<file path="src/logic/sst_pkg.sv">
// Function
// - Gateway op at valid entry moves core from Non-secure to Secure
// - Non-secure call into Secure accepted only at gateway op in callable region
// - Invalid entry faults: hard fault on baseline, security fault with main extension
// - Branch-to-nonsecure op switches to Non-secure state for branch or return
// - Call-nonsecure op stacks return address and state, link gets return marker
// - Branch to return marker unstacks address and resumes caller in Secure
// - Per-interrupt target state, writable only from Secure state
// - Secure and Non-secure interrupts taken in either current state
// - Same-state exception uses ordinary entry with no extra security stacking
// - Non-secure interrupt during Secure code stacks all context and clears bank
// - Nesting, vectored fetch and vector relocation kept in both states
// - Secure FP context stacking skipped when Non-secure handler does not use FPU
// - Test target returns security state and permissions at current privilege
// - Unprivileged test target reports permissions for unprivileged access
// - Alternate-domain test targets report Non-secure access, undefined from Non-secure
// - Test target in Secure state adds attribution unit configuration
// - Result carries attributes, attribution region and protection region numbers
// - Regions never overlap, at most one match per unit
// - Main extension: Secure stack pointers have limit checks raising a fault
// - Attribution region numbers are eight bits wide
// - Separate Secure and Non-secure stack pointers selected by current state
// - Gateway entry records caller state in link bit zero, checked on return
// - Secure frame for Non-secure interrupt gets signature, checked at return
package sst_pkg;
    localparam int          ADDR_W          = 32;
    localparam int          REGION_W        = 8;
    localparam int          NUM_IRQ         = 32;
    localparam logic [31:0] FNC_RET_MARKER  = 32'hfeff_fffe;
    localparam logic [31:0] EXC_RET_BASE    = 32'hffff_ff80;
    localparam logic [31:0] FRAME_SIGNATURE = 32'hfefa_125a;
    localparam logic [31:0] SP_RESET        = 32'h0000_0000;
    localparam logic [31:0] LIMIT_RESET     = 32'h0000_0000;
    localparam logic [31:0] WORD_STEP       = 32'h0000_0004;
    localparam logic [3:0]  FRAME_WORDS     = 4'h8;
    localparam logic [3:0]  FNC_WORDS       = 4'h2;

    typedef enum logic [3:0] {
        SST_OP_NONE, SST_OP_BRANCH, SST_OP_GATEWAY, SST_OP_BRANCH_TO_NONSECURE_OP, SST_OP_CALL_NONSECURE_OP,
        SST_OP_TT, SST_OP_TTT, SST_OP_TTA, SST_OP_TEST_TARGET_ALT_UNPRIV_OP, SST_OP_ITNS_WR
    } sst_op_e;

    typedef enum logic [1:0] {
        SST_FLT_NONE, SST_FLT_HARD, SST_FLT_SECURE, SST_FLT_UNDEF
    } sst_fault_e;

    typedef struct packed {
        logic                read_ok;
        logic                write_ok;
        logic                secure;
        logic                nonsecure_callable_region;
        logic                attr_valid;
        logic [REGION_W-1:0] attr_region;
        logic                mpu_valid;
        logic [REGION_W-1:0] mpu_region;
    } sst_tt_s;
endpackage : sst_pkg

</file>
<file path="src/logic/sst_stack_if.sv">
`timescale 1ns/10ps
interface sst_stack_if;
    logic        push;
    logic        pop;
    logic [31:0] push_data;
    logic [31:0] pop_data;
    logic        overflow;
    modport ctrl  (output push, output pop, output push_data, input pop_data, input overflow);
    modport stack (input push, input pop, input push_data, output pop_data, output overflow);
endinterface : sst_stack_if

</file>
<file path="src/logic/sst_core.sv">
`timescale 1ns/10ps
module sst_core #(
    parameter bit MAIN_EXT = 1'b1
) (
    // Clock and reset
    input  wire logic                  sys_clk,
    input  wire logic                  rst,
    // Instruction from decode
    input  wire logic                  op_valid,
    input  wire sst_pkg::sst_op_e      op_kind,
    input  wire logic [31:0]           op_addr,
    input  wire logic [31:0]           op_link,
    input  wire logic                  privileged,
    // Attribution lookup of op_addr
    input  wire logic                  attr_secure,
    input  wire logic                  attr_nsc,
    input  wire logic                  attr_valid,
    input  wire logic [7:0]            attr_region,
    input  wire logic                  target_is_gateway,
    // Protection lookup, current domain and Non-secure domain
    input  wire logic                  mpu_hit,
    input  wire logic [7:0]            mpu_region,
    input  wire logic                  mpu_rd_priv,
    input  wire logic                  mpu_wr_priv,
    input  wire logic                  mpu_rd_user,
    input  wire logic                  mpu_wr_user,
    input  wire logic                  ns_mpu_hit,
    input  wire logic [7:0]            ns_mpu_region,
    input  wire logic                  ns_mpu_rd_priv,
    input  wire logic                  ns_mpu_wr_priv,
    input  wire logic                  ns_mpu_rd_user,
    input  wire logic                  ns_mpu_wr_user,
    // Exceptions
    input  wire logic                  exc_req,
    input  wire logic [4:0]            exc_num,
    input  wire logic                  exc_is_fault_secure,
    input  wire logic                  exception_return_marker,
    input  wire logic                  secure_fp_used,
    input  wire logic                  handler_fp_used,
    input  wire logic [31:0]           sec_limit,
    // Results
    output      logic                  secure_state,
    output      logic [31:0]           active_sp,
    output      logic [31:0]           branch_target,
    output      logic                  branch_valid,
    output      logic [31:0]           link_out,
    output      logic                  link_load,
    output      sst_pkg::sst_fault_e   fault,
    output      sst_pkg::sst_tt_s      tt_result,
    output      logic                  tt_valid,
    output      logic                  exc_taken,
    output      logic                  exc_secure_target,
    output      logic                  bank_clear,
    output      logic                  fp_stack_skip,
    output      logic [sst_pkg::NUM_IRQ-1:0] itns_out
);
    localparam int NUM_W = sst_pkg::NUM_IRQ;

    typedef enum logic [2:0] {SST_IDLE, SST_PUSH, SST_POP, SST_CHECK} sst_state_e;

    sst_stack_if stk ();

    logic              sec_reg,        sec_next;
    logic [31:0]       ns_sp_reg;
    logic [NUM_W-1:0]  itns_reg;
    sst_state_e        st_reg;
    logic [3:0]        cnt_reg;
    logic [31:0]       frame_reg [0:7];
    logic [3:0]        frame_len_reg;
    logic              pop_exc_reg;
    logic [31:0]       ret_addr_reg;
    logic [31:0]       sec_sp;
    logic              ns_call, valid_entry, marker_ret, exc_sig_ret;
    logic [31:0]       popped_sig;

    sst_secure_stack u_stack (
        .sys_clk  (sys_clk),
        .rst      (rst),
        .limit    (sec_limit),
        .limit_en (MAIN_EXT),
        .sp       (sec_sp),
        .port     (stk)
    );

    assign ns_call     = op_valid && !sec_reg && attr_secure
                         && (op_kind == sst_pkg::SST_OP_BRANCH || op_kind == sst_pkg::SST_OP_GATEWAY);
    assign valid_entry = target_is_gateway && attr_nsc;
    assign marker_ret  = op_valid && op_kind == sst_pkg::SST_OP_BRANCH && !sec_reg
                         && op_addr == sst_pkg::FNC_RET_MARKER && st_reg == SST_IDLE;
    assign exc_sig_ret = exception_return_marker && st_reg == SST_IDLE && frame_len_reg == sst_pkg::FRAME_WORDS;
    assign popped_sig  = stk.pop_data;

    assign secure_state = sec_reg;
    assign active_sp    = sec_reg ? sec_sp : ns_sp_reg;
    assign itns_out     = itns_reg;

    // Security state
    always_comb begin
        sec_next = sec_reg;
        if (ns_call && valid_entry) begin
            sec_next = 1'b1;
        end else if (op_valid && sec_reg
                     && (op_kind == sst_pkg::SST_OP_BRANCH_TO_NONSECURE_OP || op_kind == sst_pkg::SST_OP_CALL_NONSECURE_OP)) begin
            sec_next = op_addr[0];
        end else if (st_reg == SST_POP && cnt_reg == 4'h1 && !pop_exc_reg) begin
            sec_next = 1'b1;
        end else if (exc_req && st_reg == SST_IDLE) begin
            sec_next = !itns_reg[exc_num];
        end else if (st_reg == SST_CHECK) begin
            sec_next = 1'b1;
        end
    end

    always_ff @(posedge sys_clk) begin
        if (rst) begin
            sec_reg <= 1'b1;
        end else begin
            sec_reg <= sec_next;
        end
    end

    always_ff @(posedge sys_clk) begin
        if (rst) begin
            ns_sp_reg <= sst_pkg::SP_RESET;
        end else if (!sec_reg && exc_req && st_reg == SST_IDLE) begin
            ns_sp_reg <= ns_sp_reg - sst_pkg::WORD_STEP;
        end
    end

    // Interrupt target, only Secure writes land
    always_ff @(posedge sys_clk) begin
        if (rst) begin
            itns_reg <= '0;
        end else if (op_valid && op_kind == sst_pkg::SST_OP_ITNS_WR && sec_reg) begin
            itns_reg <= op_addr[NUM_W-1:0];
        end
    end

    // Sequencer for Secure stacking and unstacking
    always_ff @(posedge sys_clk) begin
        if (rst) begin
            st_reg        <= SST_IDLE;
            cnt_reg       <= 4'h0;
            frame_len_reg <= 4'h0;
            pop_exc_reg   <= 1'b0;
            ret_addr_reg  <= '0;
        end else begin
            case (st_reg)
                SST_IDLE: begin
                    if (op_valid && sec_reg && op_kind == sst_pkg::SST_OP_CALL_NONSECURE_OP) begin
                        st_reg        <= SST_PUSH;
                        cnt_reg       <= sst_pkg::FNC_WORDS;
                        frame_len_reg <= sst_pkg::FNC_WORDS;
                    end else if (exc_req && sec_reg && itns_reg[exc_num]) begin
                        st_reg        <= SST_PUSH;
                        cnt_reg       <= sst_pkg::FRAME_WORDS;
                        frame_len_reg <= sst_pkg::FRAME_WORDS;
                    end else if (marker_ret) begin
                        st_reg      <= SST_POP;
                        cnt_reg     <= frame_len_reg;
                        pop_exc_reg <= 1'b0;
                    end else if (exc_sig_ret) begin
                        st_reg      <= SST_POP;
                        cnt_reg     <= frame_len_reg;
                        pop_exc_reg <= 1'b1;
                    end
                end
                SST_PUSH: begin
                    cnt_reg <= cnt_reg - 4'h1;
                    if (cnt_reg == 4'h1) begin
                        st_reg <= SST_IDLE;
                    end
                end
                SST_POP: begin
                    cnt_reg <= cnt_reg - 4'h1;
                    if (cnt_reg == frame_len_reg) begin
                        ret_addr_reg <= popped_sig;
                    end
                    if (cnt_reg == 4'h1) begin
                        st_reg        <= pop_exc_reg ? SST_CHECK : SST_IDLE;
                        frame_len_reg <= 4'h0;
                    end
                end
                SST_CHECK: st_reg <= SST_IDLE;
                default:   st_reg <= SST_IDLE;
            endcase
        end
    end

    // Frame contents: word 0 return address, word 1 caller state or exception number, last word signature
    always_ff @(posedge sys_clk) begin
        if (st_reg == SST_IDLE && op_valid && op_kind == sst_pkg::SST_OP_CALL_NONSECURE_OP) begin
            frame_reg[0] <= {op_link[31:1], 1'b1};
            frame_reg[1] <= {31'h0, sec_reg};
        end else if (st_reg == SST_IDLE && exc_req) begin
            frame_reg[0] <= op_link;
            frame_reg[1] <= {27'h0, exc_num};
            frame_reg[2] <= sst_pkg::FRAME_SIGNATURE;
        end
    end

    assign stk.push      = st_reg == SST_PUSH;
    assign stk.pop       = st_reg == SST_POP;
    assign stk.push_data = (cnt_reg == 4'h1 && frame_len_reg == sst_pkg::FRAME_WORDS) ? frame_reg[2]
                         : (cnt_reg == 4'h1) ? frame_reg[0] : frame_reg[1];

    // Branch and link results
    always_ff @(posedge sys_clk) begin
        if (rst) begin
            branch_valid  <= 1'b0;
            branch_target <= '0;
            link_load     <= 1'b0;
            link_out      <= '0;
        end else begin
            branch_valid <= (ns_call && valid_entry)
                            || (op_valid && sec_reg && op_kind == sst_pkg::SST_OP_BRANCH_TO_NONSECURE_OP)
                            || (st_reg == SST_POP && cnt_reg == 4'h1 && !pop_exc_reg);
            branch_target <= (st_reg == SST_POP && cnt_reg == 4'h1) ? {ret_addr_reg[31:1], 1'b0}
                           : {op_addr[31:1], 1'b0};
            link_load <= (op_valid && sec_reg && op_kind == sst_pkg::SST_OP_CALL_NONSECURE_OP) || (ns_call && valid_entry);
            // Caller state in bit zero blocks forged Secure return addresses
            link_out  <= (op_valid && op_kind == sst_pkg::SST_OP_CALL_NONSECURE_OP) ? sst_pkg::FNC_RET_MARKER
                       : {op_link[31:1], sec_reg};
        end
    end

    // Faults
    always_ff @(posedge sys_clk) begin
        if (rst) begin
            fault <= sst_pkg::SST_FLT_NONE;
        end else if (ns_call && !valid_entry) begin
            fault <= MAIN_EXT ? sst_pkg::SST_FLT_SECURE : sst_pkg::SST_FLT_HARD;
        end else if (op_valid && !sec_reg
                     && (op_kind == sst_pkg::SST_OP_TTA || op_kind == sst_pkg::SST_OP_TEST_TARGET_ALT_UNPRIV_OP)) begin
            fault <= sst_pkg::SST_FLT_UNDEF;
        end else if (st_reg == SST_CHECK && ret_addr_reg != sst_pkg::FRAME_SIGNATURE) begin
            fault <= MAIN_EXT ? sst_pkg::SST_FLT_SECURE : sst_pkg::SST_FLT_HARD;
        end else if (stk.overflow) begin
            fault <= sst_pkg::SST_FLT_SECURE;
        end else begin
            fault <= sst_pkg::SST_FLT_NONE;
        end
    end

    // Exception entry: nesting and vectoring stay with the exception unit
    always_ff @(posedge sys_clk) begin
        if (rst) begin
            exc_taken         <= 1'b0;
            exc_secure_target <= 1'b1;
            bank_clear        <= 1'b0;
            fp_stack_skip     <= 1'b0;
        end else begin
            exc_taken         <= exc_req && st_reg == SST_IDLE;
            exc_secure_target <= !itns_reg[exc_num] || exc_is_fault_secure;
            bank_clear        <= exc_req && st_reg == SST_IDLE && sec_reg && itns_reg[exc_num];
            fp_stack_skip     <= exc_req && sec_reg && itns_reg[exc_num]
                                 && secure_fp_used && !handler_fp_used;
        end
    end

    // Test target query; one region per unit assumed since regions never overlap
    always_ff @(posedge sys_clk) begin
        if (rst) begin
            tt_valid  <= 1'b0;
            tt_result <= '0;
        end else begin
            tt_valid <= op_valid && op_kind inside {sst_pkg::SST_OP_TT, sst_pkg::SST_OP_TTT}
                        || (op_valid && sec_reg && op_kind inside {sst_pkg::SST_OP_TTA, sst_pkg::SST_OP_TEST_TARGET_ALT_UNPRIV_OP});
            case (op_kind)
                sst_pkg::SST_OP_TT: begin
                    tt_result.read_ok  <= mpu_hit && (privileged ? mpu_rd_priv : mpu_rd_user);
                    tt_result.write_ok <= mpu_hit && (privileged ? mpu_wr_priv : mpu_wr_user);
                end
                sst_pkg::SST_OP_TTT: begin
                    tt_result.read_ok  <= mpu_hit && mpu_rd_user;
                    tt_result.write_ok <= mpu_hit && mpu_wr_user;
                end
                sst_pkg::SST_OP_TTA: begin
                    tt_result.read_ok  <= ns_mpu_hit && (privileged ? ns_mpu_rd_priv : ns_mpu_rd_user);
                    tt_result.write_ok <= ns_mpu_hit && (privileged ? ns_mpu_wr_priv : ns_mpu_wr_user);
                end
                default: begin
                    tt_result.read_ok  <= ns_mpu_hit && ns_mpu_rd_user;
                    tt_result.write_ok <= ns_mpu_hit && ns_mpu_wr_user;
                end
            endcase
            tt_result.mpu_valid   <= (op_kind inside {sst_pkg::SST_OP_TTA, sst_pkg::SST_OP_TEST_TARGET_ALT_UNPRIV_OP}) ? ns_mpu_hit : mpu_hit;
            tt_result.mpu_region  <= (op_kind inside {sst_pkg::SST_OP_TTA, sst_pkg::SST_OP_TEST_TARGET_ALT_UNPRIV_OP}) ? ns_mpu_region
                                     : mpu_region;
            // Attribution detail hidden from Non-secure callers
            tt_result.secure      <= sec_reg && attr_secure;
            tt_result.nonsecure_callable_region         <= sec_reg && attr_nsc;
            tt_result.attr_valid  <= sec_reg && attr_valid;
            tt_result.attr_region <= sec_reg ? attr_region : 8'h00;
        end
    end

    gateway_entry_a: assert property (@(posedge sys_clk) disable iff (rst)
        ns_call && valid_entry |=> sec_reg) else $error("Valid gateway entry did not enter Secure");
    bad_entry_a: assert property (@(posedge sys_clk) disable iff (rst)
        ns_call && !valid_entry |=> !sec_reg && fault != sst_pkg::SST_FLT_NONE)
        else $error("Invalid entry not faulted");
    branch_to_nonsecure_op_switch_a: assert property (@(posedge sys_clk) disable iff (rst)
        op_valid && sec_reg && op_kind == sst_pkg::SST_OP_BRANCH_TO_NONSECURE_OP && !op_addr[0] |=> !sec_reg)
        else $error("Branch to Non-secure kept Secure");
    call_marker_a: assert property (@(posedge sys_clk) disable iff (rst)
        op_valid && sec_reg && op_kind == sst_pkg::SST_OP_CALL_NONSECURE_OP && st_reg == SST_IDLE
        |=> link_out == sst_pkg::FNC_RET_MARKER && link_load ##1 stk.push)
        else $error("Call did not load marker and stack");
    itns_guard_a: assert property (@(posedge sys_clk) disable iff (rst)
        op_valid && op_kind == sst_pkg::SST_OP_ITNS_WR && !sec_reg |=> $stable(itns_reg))
        else $error("Non-secure changed interrupt target");
    same_state_a: assert property (@(posedge sys_clk) disable iff (rst)
        exc_req && st_reg == SST_IDLE && !(sec_reg && itns_reg[exc_num]) |=> !bank_clear && !stk.push)
        else $error("Same-state entry stacked Secure context");
    alt_undef_a: assert property (@(posedge sys_clk) disable iff (rst)
        op_valid && !sec_reg && op_kind == sst_pkg::SST_OP_TTA |=> fault == sst_pkg::SST_FLT_UNDEF && !tt_valid)
        else $error("Alternate test target allowed from Non-secure");
    reset_secure_a: assert property (@(posedge sys_clk) $past(rst) |-> sec_reg)
        else $error("Not Secure after reset");
endmodule : sst_core

</file>
<file path="src/logic/sst_secure_stack.sv">
`timescale 1ns/10ps
module sst_secure_stack (
    // Clock and reset
    input  wire logic        sys_clk,
    input  wire logic        rst,
    // Limit and pointer
    input  wire logic [31:0] limit,
    input  wire logic        limit_en,
    output      logic [31:0] sp,
    // Word traffic
    sst_stack_if.stack       port
);
    logic [31:0] mem_reg [0:15];
    logic [31:0] sp_reg;
    logic [3:0]  idx_reg;

    assign sp = sp_reg;
    assign port.pop_data = mem_reg[idx_reg - 4'h1];
    // Stack grows down, limit violated when pushing below it
    assign port.overflow = limit_en && port.push && ((sp_reg - sst_pkg::WORD_STEP) < limit);

    always_ff @(posedge sys_clk) begin
        if (rst) begin
            sp_reg  <= sst_pkg::SP_RESET;
            idx_reg <= 4'h0;
        end else if (port.push && !port.overflow) begin
            sp_reg  <= sp_reg - sst_pkg::WORD_STEP;
            idx_reg <= idx_reg + 4'h1;
        end else if (port.pop) begin
            sp_reg  <= sp_reg + sst_pkg::WORD_STEP;
            idx_reg <= idx_reg - 4'h1;
        end
    end

    always_ff @(posedge sys_clk) begin
        if (port.push && !port.overflow) begin
            mem_reg[idx_reg] <= port.push_data;
        end
    end

    stack_limit_a: assert property (@(posedge sys_clk) disable iff (rst)
        port.overflow |=> sp_reg == $past(sp_reg)) else $error("Push past limit moved pointer");
endmodule : sst_secure_stack

</file>
<file path="config.mk">
export PLATFORM = sky130hd
export DESIGN_NAME = sst_core
export DESIGN_NICKNAME = d
export VERILOG_FILES = /design/src/logic/sst_pkg.sv /design/src/logic/sst_stack_if.sv /design/src/logic/sst_core.sv /design/src/logic/sst_secure_stack.sv
export SDC_FILE = /design/constraint.sdc
export NUM_CORES = 1
export LEC_CHECK = 0
export BUFFER_PORTS_ARGS = -buffer_cell sky130_fd_sc_hd__buf_2
export CORE_MARGIN = 2
export CORE_UTILIZATION = 51
export CTS_CLUSTER_DIAMETER = 60
export DETAILED_ROUTE_END_ITERATION = 12
export GPL_TIMING_DRIVEN = 0
export PLACE_DENSITY_LB_ADDON = 0.15
export SETUP_SLACK_MARGIN = 0.02
export SYNTH_ARGS = -nofsm -noshare
export SYNTH_HDL_FRONTEND = slang
export SYNTH_HIERARCHICAL = 1
export SYNTH_SLANG_ARGS = --single-unit
</file>
<file path="constraint.sdc">
create_clock -name sys_clk -period 10.07 [get_ports sys_clk]
set_input_delay 1.5105 -clock sys_clk [delete_from_list [all_inputs] [get_ports sys_clk]]
set_output_delay 1.5105 -clock sys_clk [all_outputs]
set_load 0.03 [all_outputs]
</file>
# Word level (Yosys, flattened, before mapping)
# Memories as Yosys holds them, arrays and structs flattened. A register that Yosys moved wholly into a read port is not among the register bits.
# Index checks and enable logic that the tools add are counted.
# word_totals
ff_bits	208
mem_bits_rw	768
input_bits	152
out_inout_bits	160
memories	2
# classes
add_sub_neg	6
order_cmp	2
n_eq_ne	21
n_mux	54
bitwise_logic	5
n_reduce_logical	82
# mem_list
memory	depth	width	rd	rd_clocked_by_memory_dff	write_ports	line_no	source
u_stack.mem_reg	16	32	1	1	1	sst_secure_stack.sv:13	logic [31:0] mem_reg [0:15];
frame_reg	8	32	3	0	3	sst_core.sv:68	logic [31:0] frame_reg [0:7];
# op_table
operator	n
two-way mux 32 bit	9
subtractor 32 x 3 -> 32 bit (second input constant)	2
logical AND 1 bit	50
two-way mux 4 bit	9
adder 32 x 3 -> 32 bit (second input constant)	1
equality test 32 bit (second input constant)	1
less-than comparator 32 bit	1
inequality test 32 bit (second input constant)	1
two-way mux 1 bit	19
two-way mux 3 bit	6
equality test 4 x 3 -> 1 bit (second input constant)	4
case mux 4 bit (2 select lines)	2
equality test 4 bit (second input constant)	3
nonzero test 2 bit	6
two-way mux 2 bit	5
OR reduction 2 bit	5
case mux 3 bit (3 select lines)	1
equality test 4 x 1 -> 1 bit (second input constant)	2
equality test 4 x 2 -> 1 bit (second input constant)	2
logical OR 1 bit	8
two-way mux 8 bit	1
subtractor 4 x 1 -> 4 bit (second input constant)	2
equality test 3 x 2 -> 1 bit (second input constant)	2
zero test 1 bit	6
other kinds (17)	22

# Longest topological paths before layout
# logic_depth
ltp_word	9
mapped_depth	17
ltp_nobuf	15

# By module
# Netlist, hierarchy kept.
# by_module_without_submodules
mod	n_inst	cells_per_inst	area_per_inst_um2
sst_secure_stack	1	1277	23144.7
sst_core	1	1088	9585.4

# Worst setup path before layout
# OpenSTA, ideal clock, no wires.
# synth_timing
kind	input to register
startpoint	input op_kind[0]
endpoint	memory frame_reg[0][0] (enable)
arrival_time_ns	4.524
t_required_ns	9.639
slack_ns	5.115
cell_stages	5
path_buffers	2
cell_sequence	clkbuf_1 nor4b_1 clkbuf_1 nor2_1 nor2_1
# synth_lines
item	line_no	source
start, declared	sst_core.sv:10	input wire sst_pkg::sst_op_e op_kind,
end, declared	sst_core.sv:68	

# Worst setup path after layout
# layout_timing
startpoint	register u_stack.sp_reg[2], in the netlist u_stack/sp[2]
endpoint	memory u_stack.mem_reg[10][0] (enable)
# layout_between
elab_chain_cells	7
# layout_rtl
item	line_no	source
start, declared	sst_secure_stack.sv:14	logic [31:0] sp_reg;
start signal, assigned	sst_secure_stack.sv:24	sp_reg <= sst_pkg::SP_RESET;
start signal, assigned	sst_secure_stack.sv:27	sp_reg <= sp_reg - sst_pkg::WORD_STEP;
start signal, assigned	sst_secure_stack.sv:30	sp_reg <= sp_reg + sst_pkg::WORD_STEP;
subtractor 32 x 3 -> 32 bit	sst_secure_stack.sv:20	assign port.overflow = limit_en && port.push && ((sp_reg - sst_pkg::WORD_STEP) < limit);
less-than comparator 32 bit	sst_secure_stack.sv:20	
logical AND 1 bit	sst_secure_stack.sv:20	
zero test 1 bit	sst_secure_stack.sv:36	if (port.push && !port.overflow) begin
logical AND 1 bit	sst_secure_stack.sv:36	
two-way mux 1 bit	sst_secure_stack.sv:36	
two-way mux 1 bit (implied by the code)	sst_secure_stack.sv:37	mem_reg[idx_reg] <= port.push_data;
end, declared	sst_secure_stack.sv:13	
# No other way between the ends.

==> out/qor.csv <==
stage,metric,value,unit
timing,Setup TNS Final,0,ns
timing,FMAX,185,MHz
timing,RSZ-0062 raised after global routing,false,
cts,Clock Sinks,781,
setup_path,CP Max Fanout,17,
setup_path,Reg-to-Reg Start,u_stack/sp[2]$_SDFFE_PP0P_,
synth,#FFs+latches synth,781,
synth,post-synth cell types,76,
setup_path,Crit-path slowest cell,and3_2,
timing,Final Critical Period,5.41,ns
setup_path,WP buf/inv,4,
synth,Cells after Synth,2365,
min_path,Hold Crit Class,reg -> reg,
pwr,Max IR drop VDD,176,uV
timing,Final period util,53.8,%
finish,nets,2972,
synth,ys flop type,edfxtp_1,
routing,DRC viols,0,
finish,fillcell total,4899,
die,core box area,0.0633,mm^2
die,Core Rows,92,
cts,Clock H-tree levels,3,
global_routing,grt ovf,0,
finish,Largest register FFs,512,
finish,post-route cell area,0.0386,mm^2
synth,largest area contributor in the netlist,edfxtp_1,
timing,post-route setup slack,4.66,ns
synth,share of the synthesized area in the top cell type,50.4,%
routing,drt via density,5.93,
die,Die X,257,um
finish,P&R area growth vs syn,17.8,%
timing,endpoints failing hold,0,
die,initial core utilization,51.7,%
cts,clock root cell,clkbuf_16,
routing,router iterations before antenna repair,5,
run_status,status,"complete, no violations",
place,pre-CTS WS,4.74,ns
timing,setup violators final,0,
setup_path,WS Path Type,reg -> reg,
place,PortBufs,305,
cts,Setup Buffers After CTS,0,
setup_path,CP required,10.38,ns
synth,"Seq/Total Area, Yosys",64.6,%
cts,Clock Path Buffers,3,
routing,WL/cell,25.5,um
min_path,hold path startpoint,ret_addr_reg[0]$_SDFFE_PP0P_,
setup_path,critical path capture point type,flop,
timing,post-route clock skew,0.0691,ns
global_routing,initial antenna violation count,3,
die,Boundary Pins,312,
setup_path,Startpoint Class,flop,
cts,cts bufs inserted,84,
place,area post-placement,0.0357,mm^2
finish,multi-input combinational cell area,0.0108,mm^2
synth,Post-synth EDFFs,549,
synth,Syn Std Cell Area,0.0327,mm^2
synth,synth cell count leaders,"edfxtp_1 (549), nand2_1 (295), dfxtp_1 (232), a21oi_1 (166), nor2_1 (162)",
die,die area,0.0662,mm^2
routing,vias,21900,
global_routing,largest net degree at the start of global routing,26,
setup_path,"Arr. time, crit path",5.73,ns
global_routing,first-pass GRT wire length,138000,um
finish,register area,0.0211,mm^2
pwr,pwr/cell area,298,mW/mm^2
pwr,Leak Pwr,14.1,nW
setup_path,crit-path max cell delay,0.72,ns
synth,ys async rst share,0,%
routing,Final ANT Viol Nets,0,
cts,worst skew pair latency,0.67,ns
timing,Slew Limit Fails,0,
die,Die Y,257,um
synth,mean post-synth cell area,13.8,um^2
setup_path,crit path launch,u_stack/sp[2]$_SDFFE_PP0P_,
synth,Ys Warns,6,
place,detailed placement HPWL,64000,um
cts,"Reg clk slew, reported paths",0.06,ns
global_routing,vias in the first global route,21700,
timing,Slew HR,15.9,%
cts,CTS Hold Buffers Added,0,
cts,CTS tree,yes,
routing,aggregate routed wire length,94100,um
synth,"top cells by area, synth","edfxtp_1 (50%), dfxtp_1 (14%), mux4_2 (11%)",
synth,most common cell in the synthesized netlist,edfxtp_1,
job,max cap viols,0,
global_routing,GR Util All Layers,28.2,%
setup_path,CP top delay family,simple AND/OR/NAND/NOR gates,
routing,Initial DRC Count,2087,
cts,Resized cells post-CTS,0,
finish,final core area utilization,60.9,%
timing,measured slew at the worst slew-check pin,1.26,ns
setup_path,"critical path, cell by cell","inv_1, ha_1, nand2b_1, nor3_1, buf_2, nand3_1, nor2_1, xor2_1, ha_1, nand4_1, nor4_1, nand2_1, a21o_1, nand2_1, clkbuf_1, and3_2, buf_12",
place,Final GP Congestion,0.951,
finish,layout cells sized above 1,25.2,%
==> worst reg2reg max path: cells and delay by family, from the launching register on <==
family | cells | cell delay (ns)
adders and majority gates | 2 | 0.59
buffers and inverters | 4 | 1.26
DFF | 1 | 0.39
xor gates and xnor gates | 1 | 0.13
and+or+nand+nor | 9 | 2.51
AOI/OAI and AO/OA | 1 | 0.27
==> layer usage <==
layer  vias to the layer above  track usage [%]  wire (um)
met4                         0             8.14       2400
met1                     11100             37.4      37900
met5                         -                0          0
met3                       150             4.48       6980
met2                       975             48.2      46800
li1                       9701                -          -
==> layout make-up <==
type,instances,share of cell area (%)
sequential,781,54.8
multi-input combinational,1383,27.9
clock buffer,100,5.81
timing repair buffer,324,4.88
tap,846,2.74
buffer,154,1.77
clock inverter,54,1.57
inverter,48,0.467
antenna,3,0.0195
==> report_power, final <==
group | total [mW] | internal (mW) | leakage, nW | switching [mW]
logic | 4.36 | 1.66 | 5.66 | 2.69
registers | 4.00 | 3.83 | 7.07 | 0.178
clock network | 3.14 | 1.82 | 1.39 | 1.32
==> stage by stage <==
step | instances | total power, mW | hold WS (ns)
3_3_place_gp | 3517 | 8.29 | 0.443
5_1_grt | 3693 | 12.0 | 0.483
2_1_floorplan | 2366 | 6.92 | 0.432
4_1_cts | 3690 | 11.5 | 0.466
6_report | 3693 | 11.5 | 0.470
3_5_place_dp | 3536 | 8.39 | 0.450
==> logic make-up after synthesis <==
kind of cell / Yosys count / share of synthesized area [%]
DFF: 781 / 64.6
AOI/OAI and AO/OA: 286 / 5.10
adders and majority gates: 44 / 1.68
other: 3 / 0.0344
xor gates and xnor gates: 64 / 1.76
buffers and inverters: 202 / 2.63
muxes: 212 / 12.7
and+or+nand+nor: 773 / 11.5
==> placed cells by master, fill, tap and decap left out, types with 11 or more instances in the layout <==
cell type / count
nand4_1: 36
clkinv_1: 12
xnor2_1: 41
a21oi_1: 166
inv_1: 48
clkinv_2: 15
and2_1: 35
xor2_1: 21
and3_2: 16
mux2i_1: 21
nor3_1: 55
buf_1: 11
nor2_1: 161
clkbuf_1: 120
a211oi_1: 16
mux2_2: 31
nor2b_1: 16
mux4_2: 160
ha_1: 44
nor3b_1: 11
nand3_1: 31
nor4_1: 17
o22ai_1: 17
buf_2: 327
nand2_1: 295
o211ai_1: 17
buf_12: 17
o21ai_0: 29
nand2b_1: 23
dfxtp_1: 232
clkbuf_16: 84
edfxtp_1: 549
==> final timing paths <==
kind                                           end  slack [ns]  cells past startpoint
hold / removal        ret_addr_reg[0]$_SDFFE_PP0P_        0.47                      2
setup / recovery  u_stack/mem_reg[10][0]$_DFFE_PP_        4.66                     17
hold reg to reg       ret_addr_reg[0]$_SDFFE_PP0P_        0.47                      2
setup reg to reg  u_stack/mem_reg[10][0]$_DFFE_PP_        4.66                     17
(Power assumes the default switching activity.)
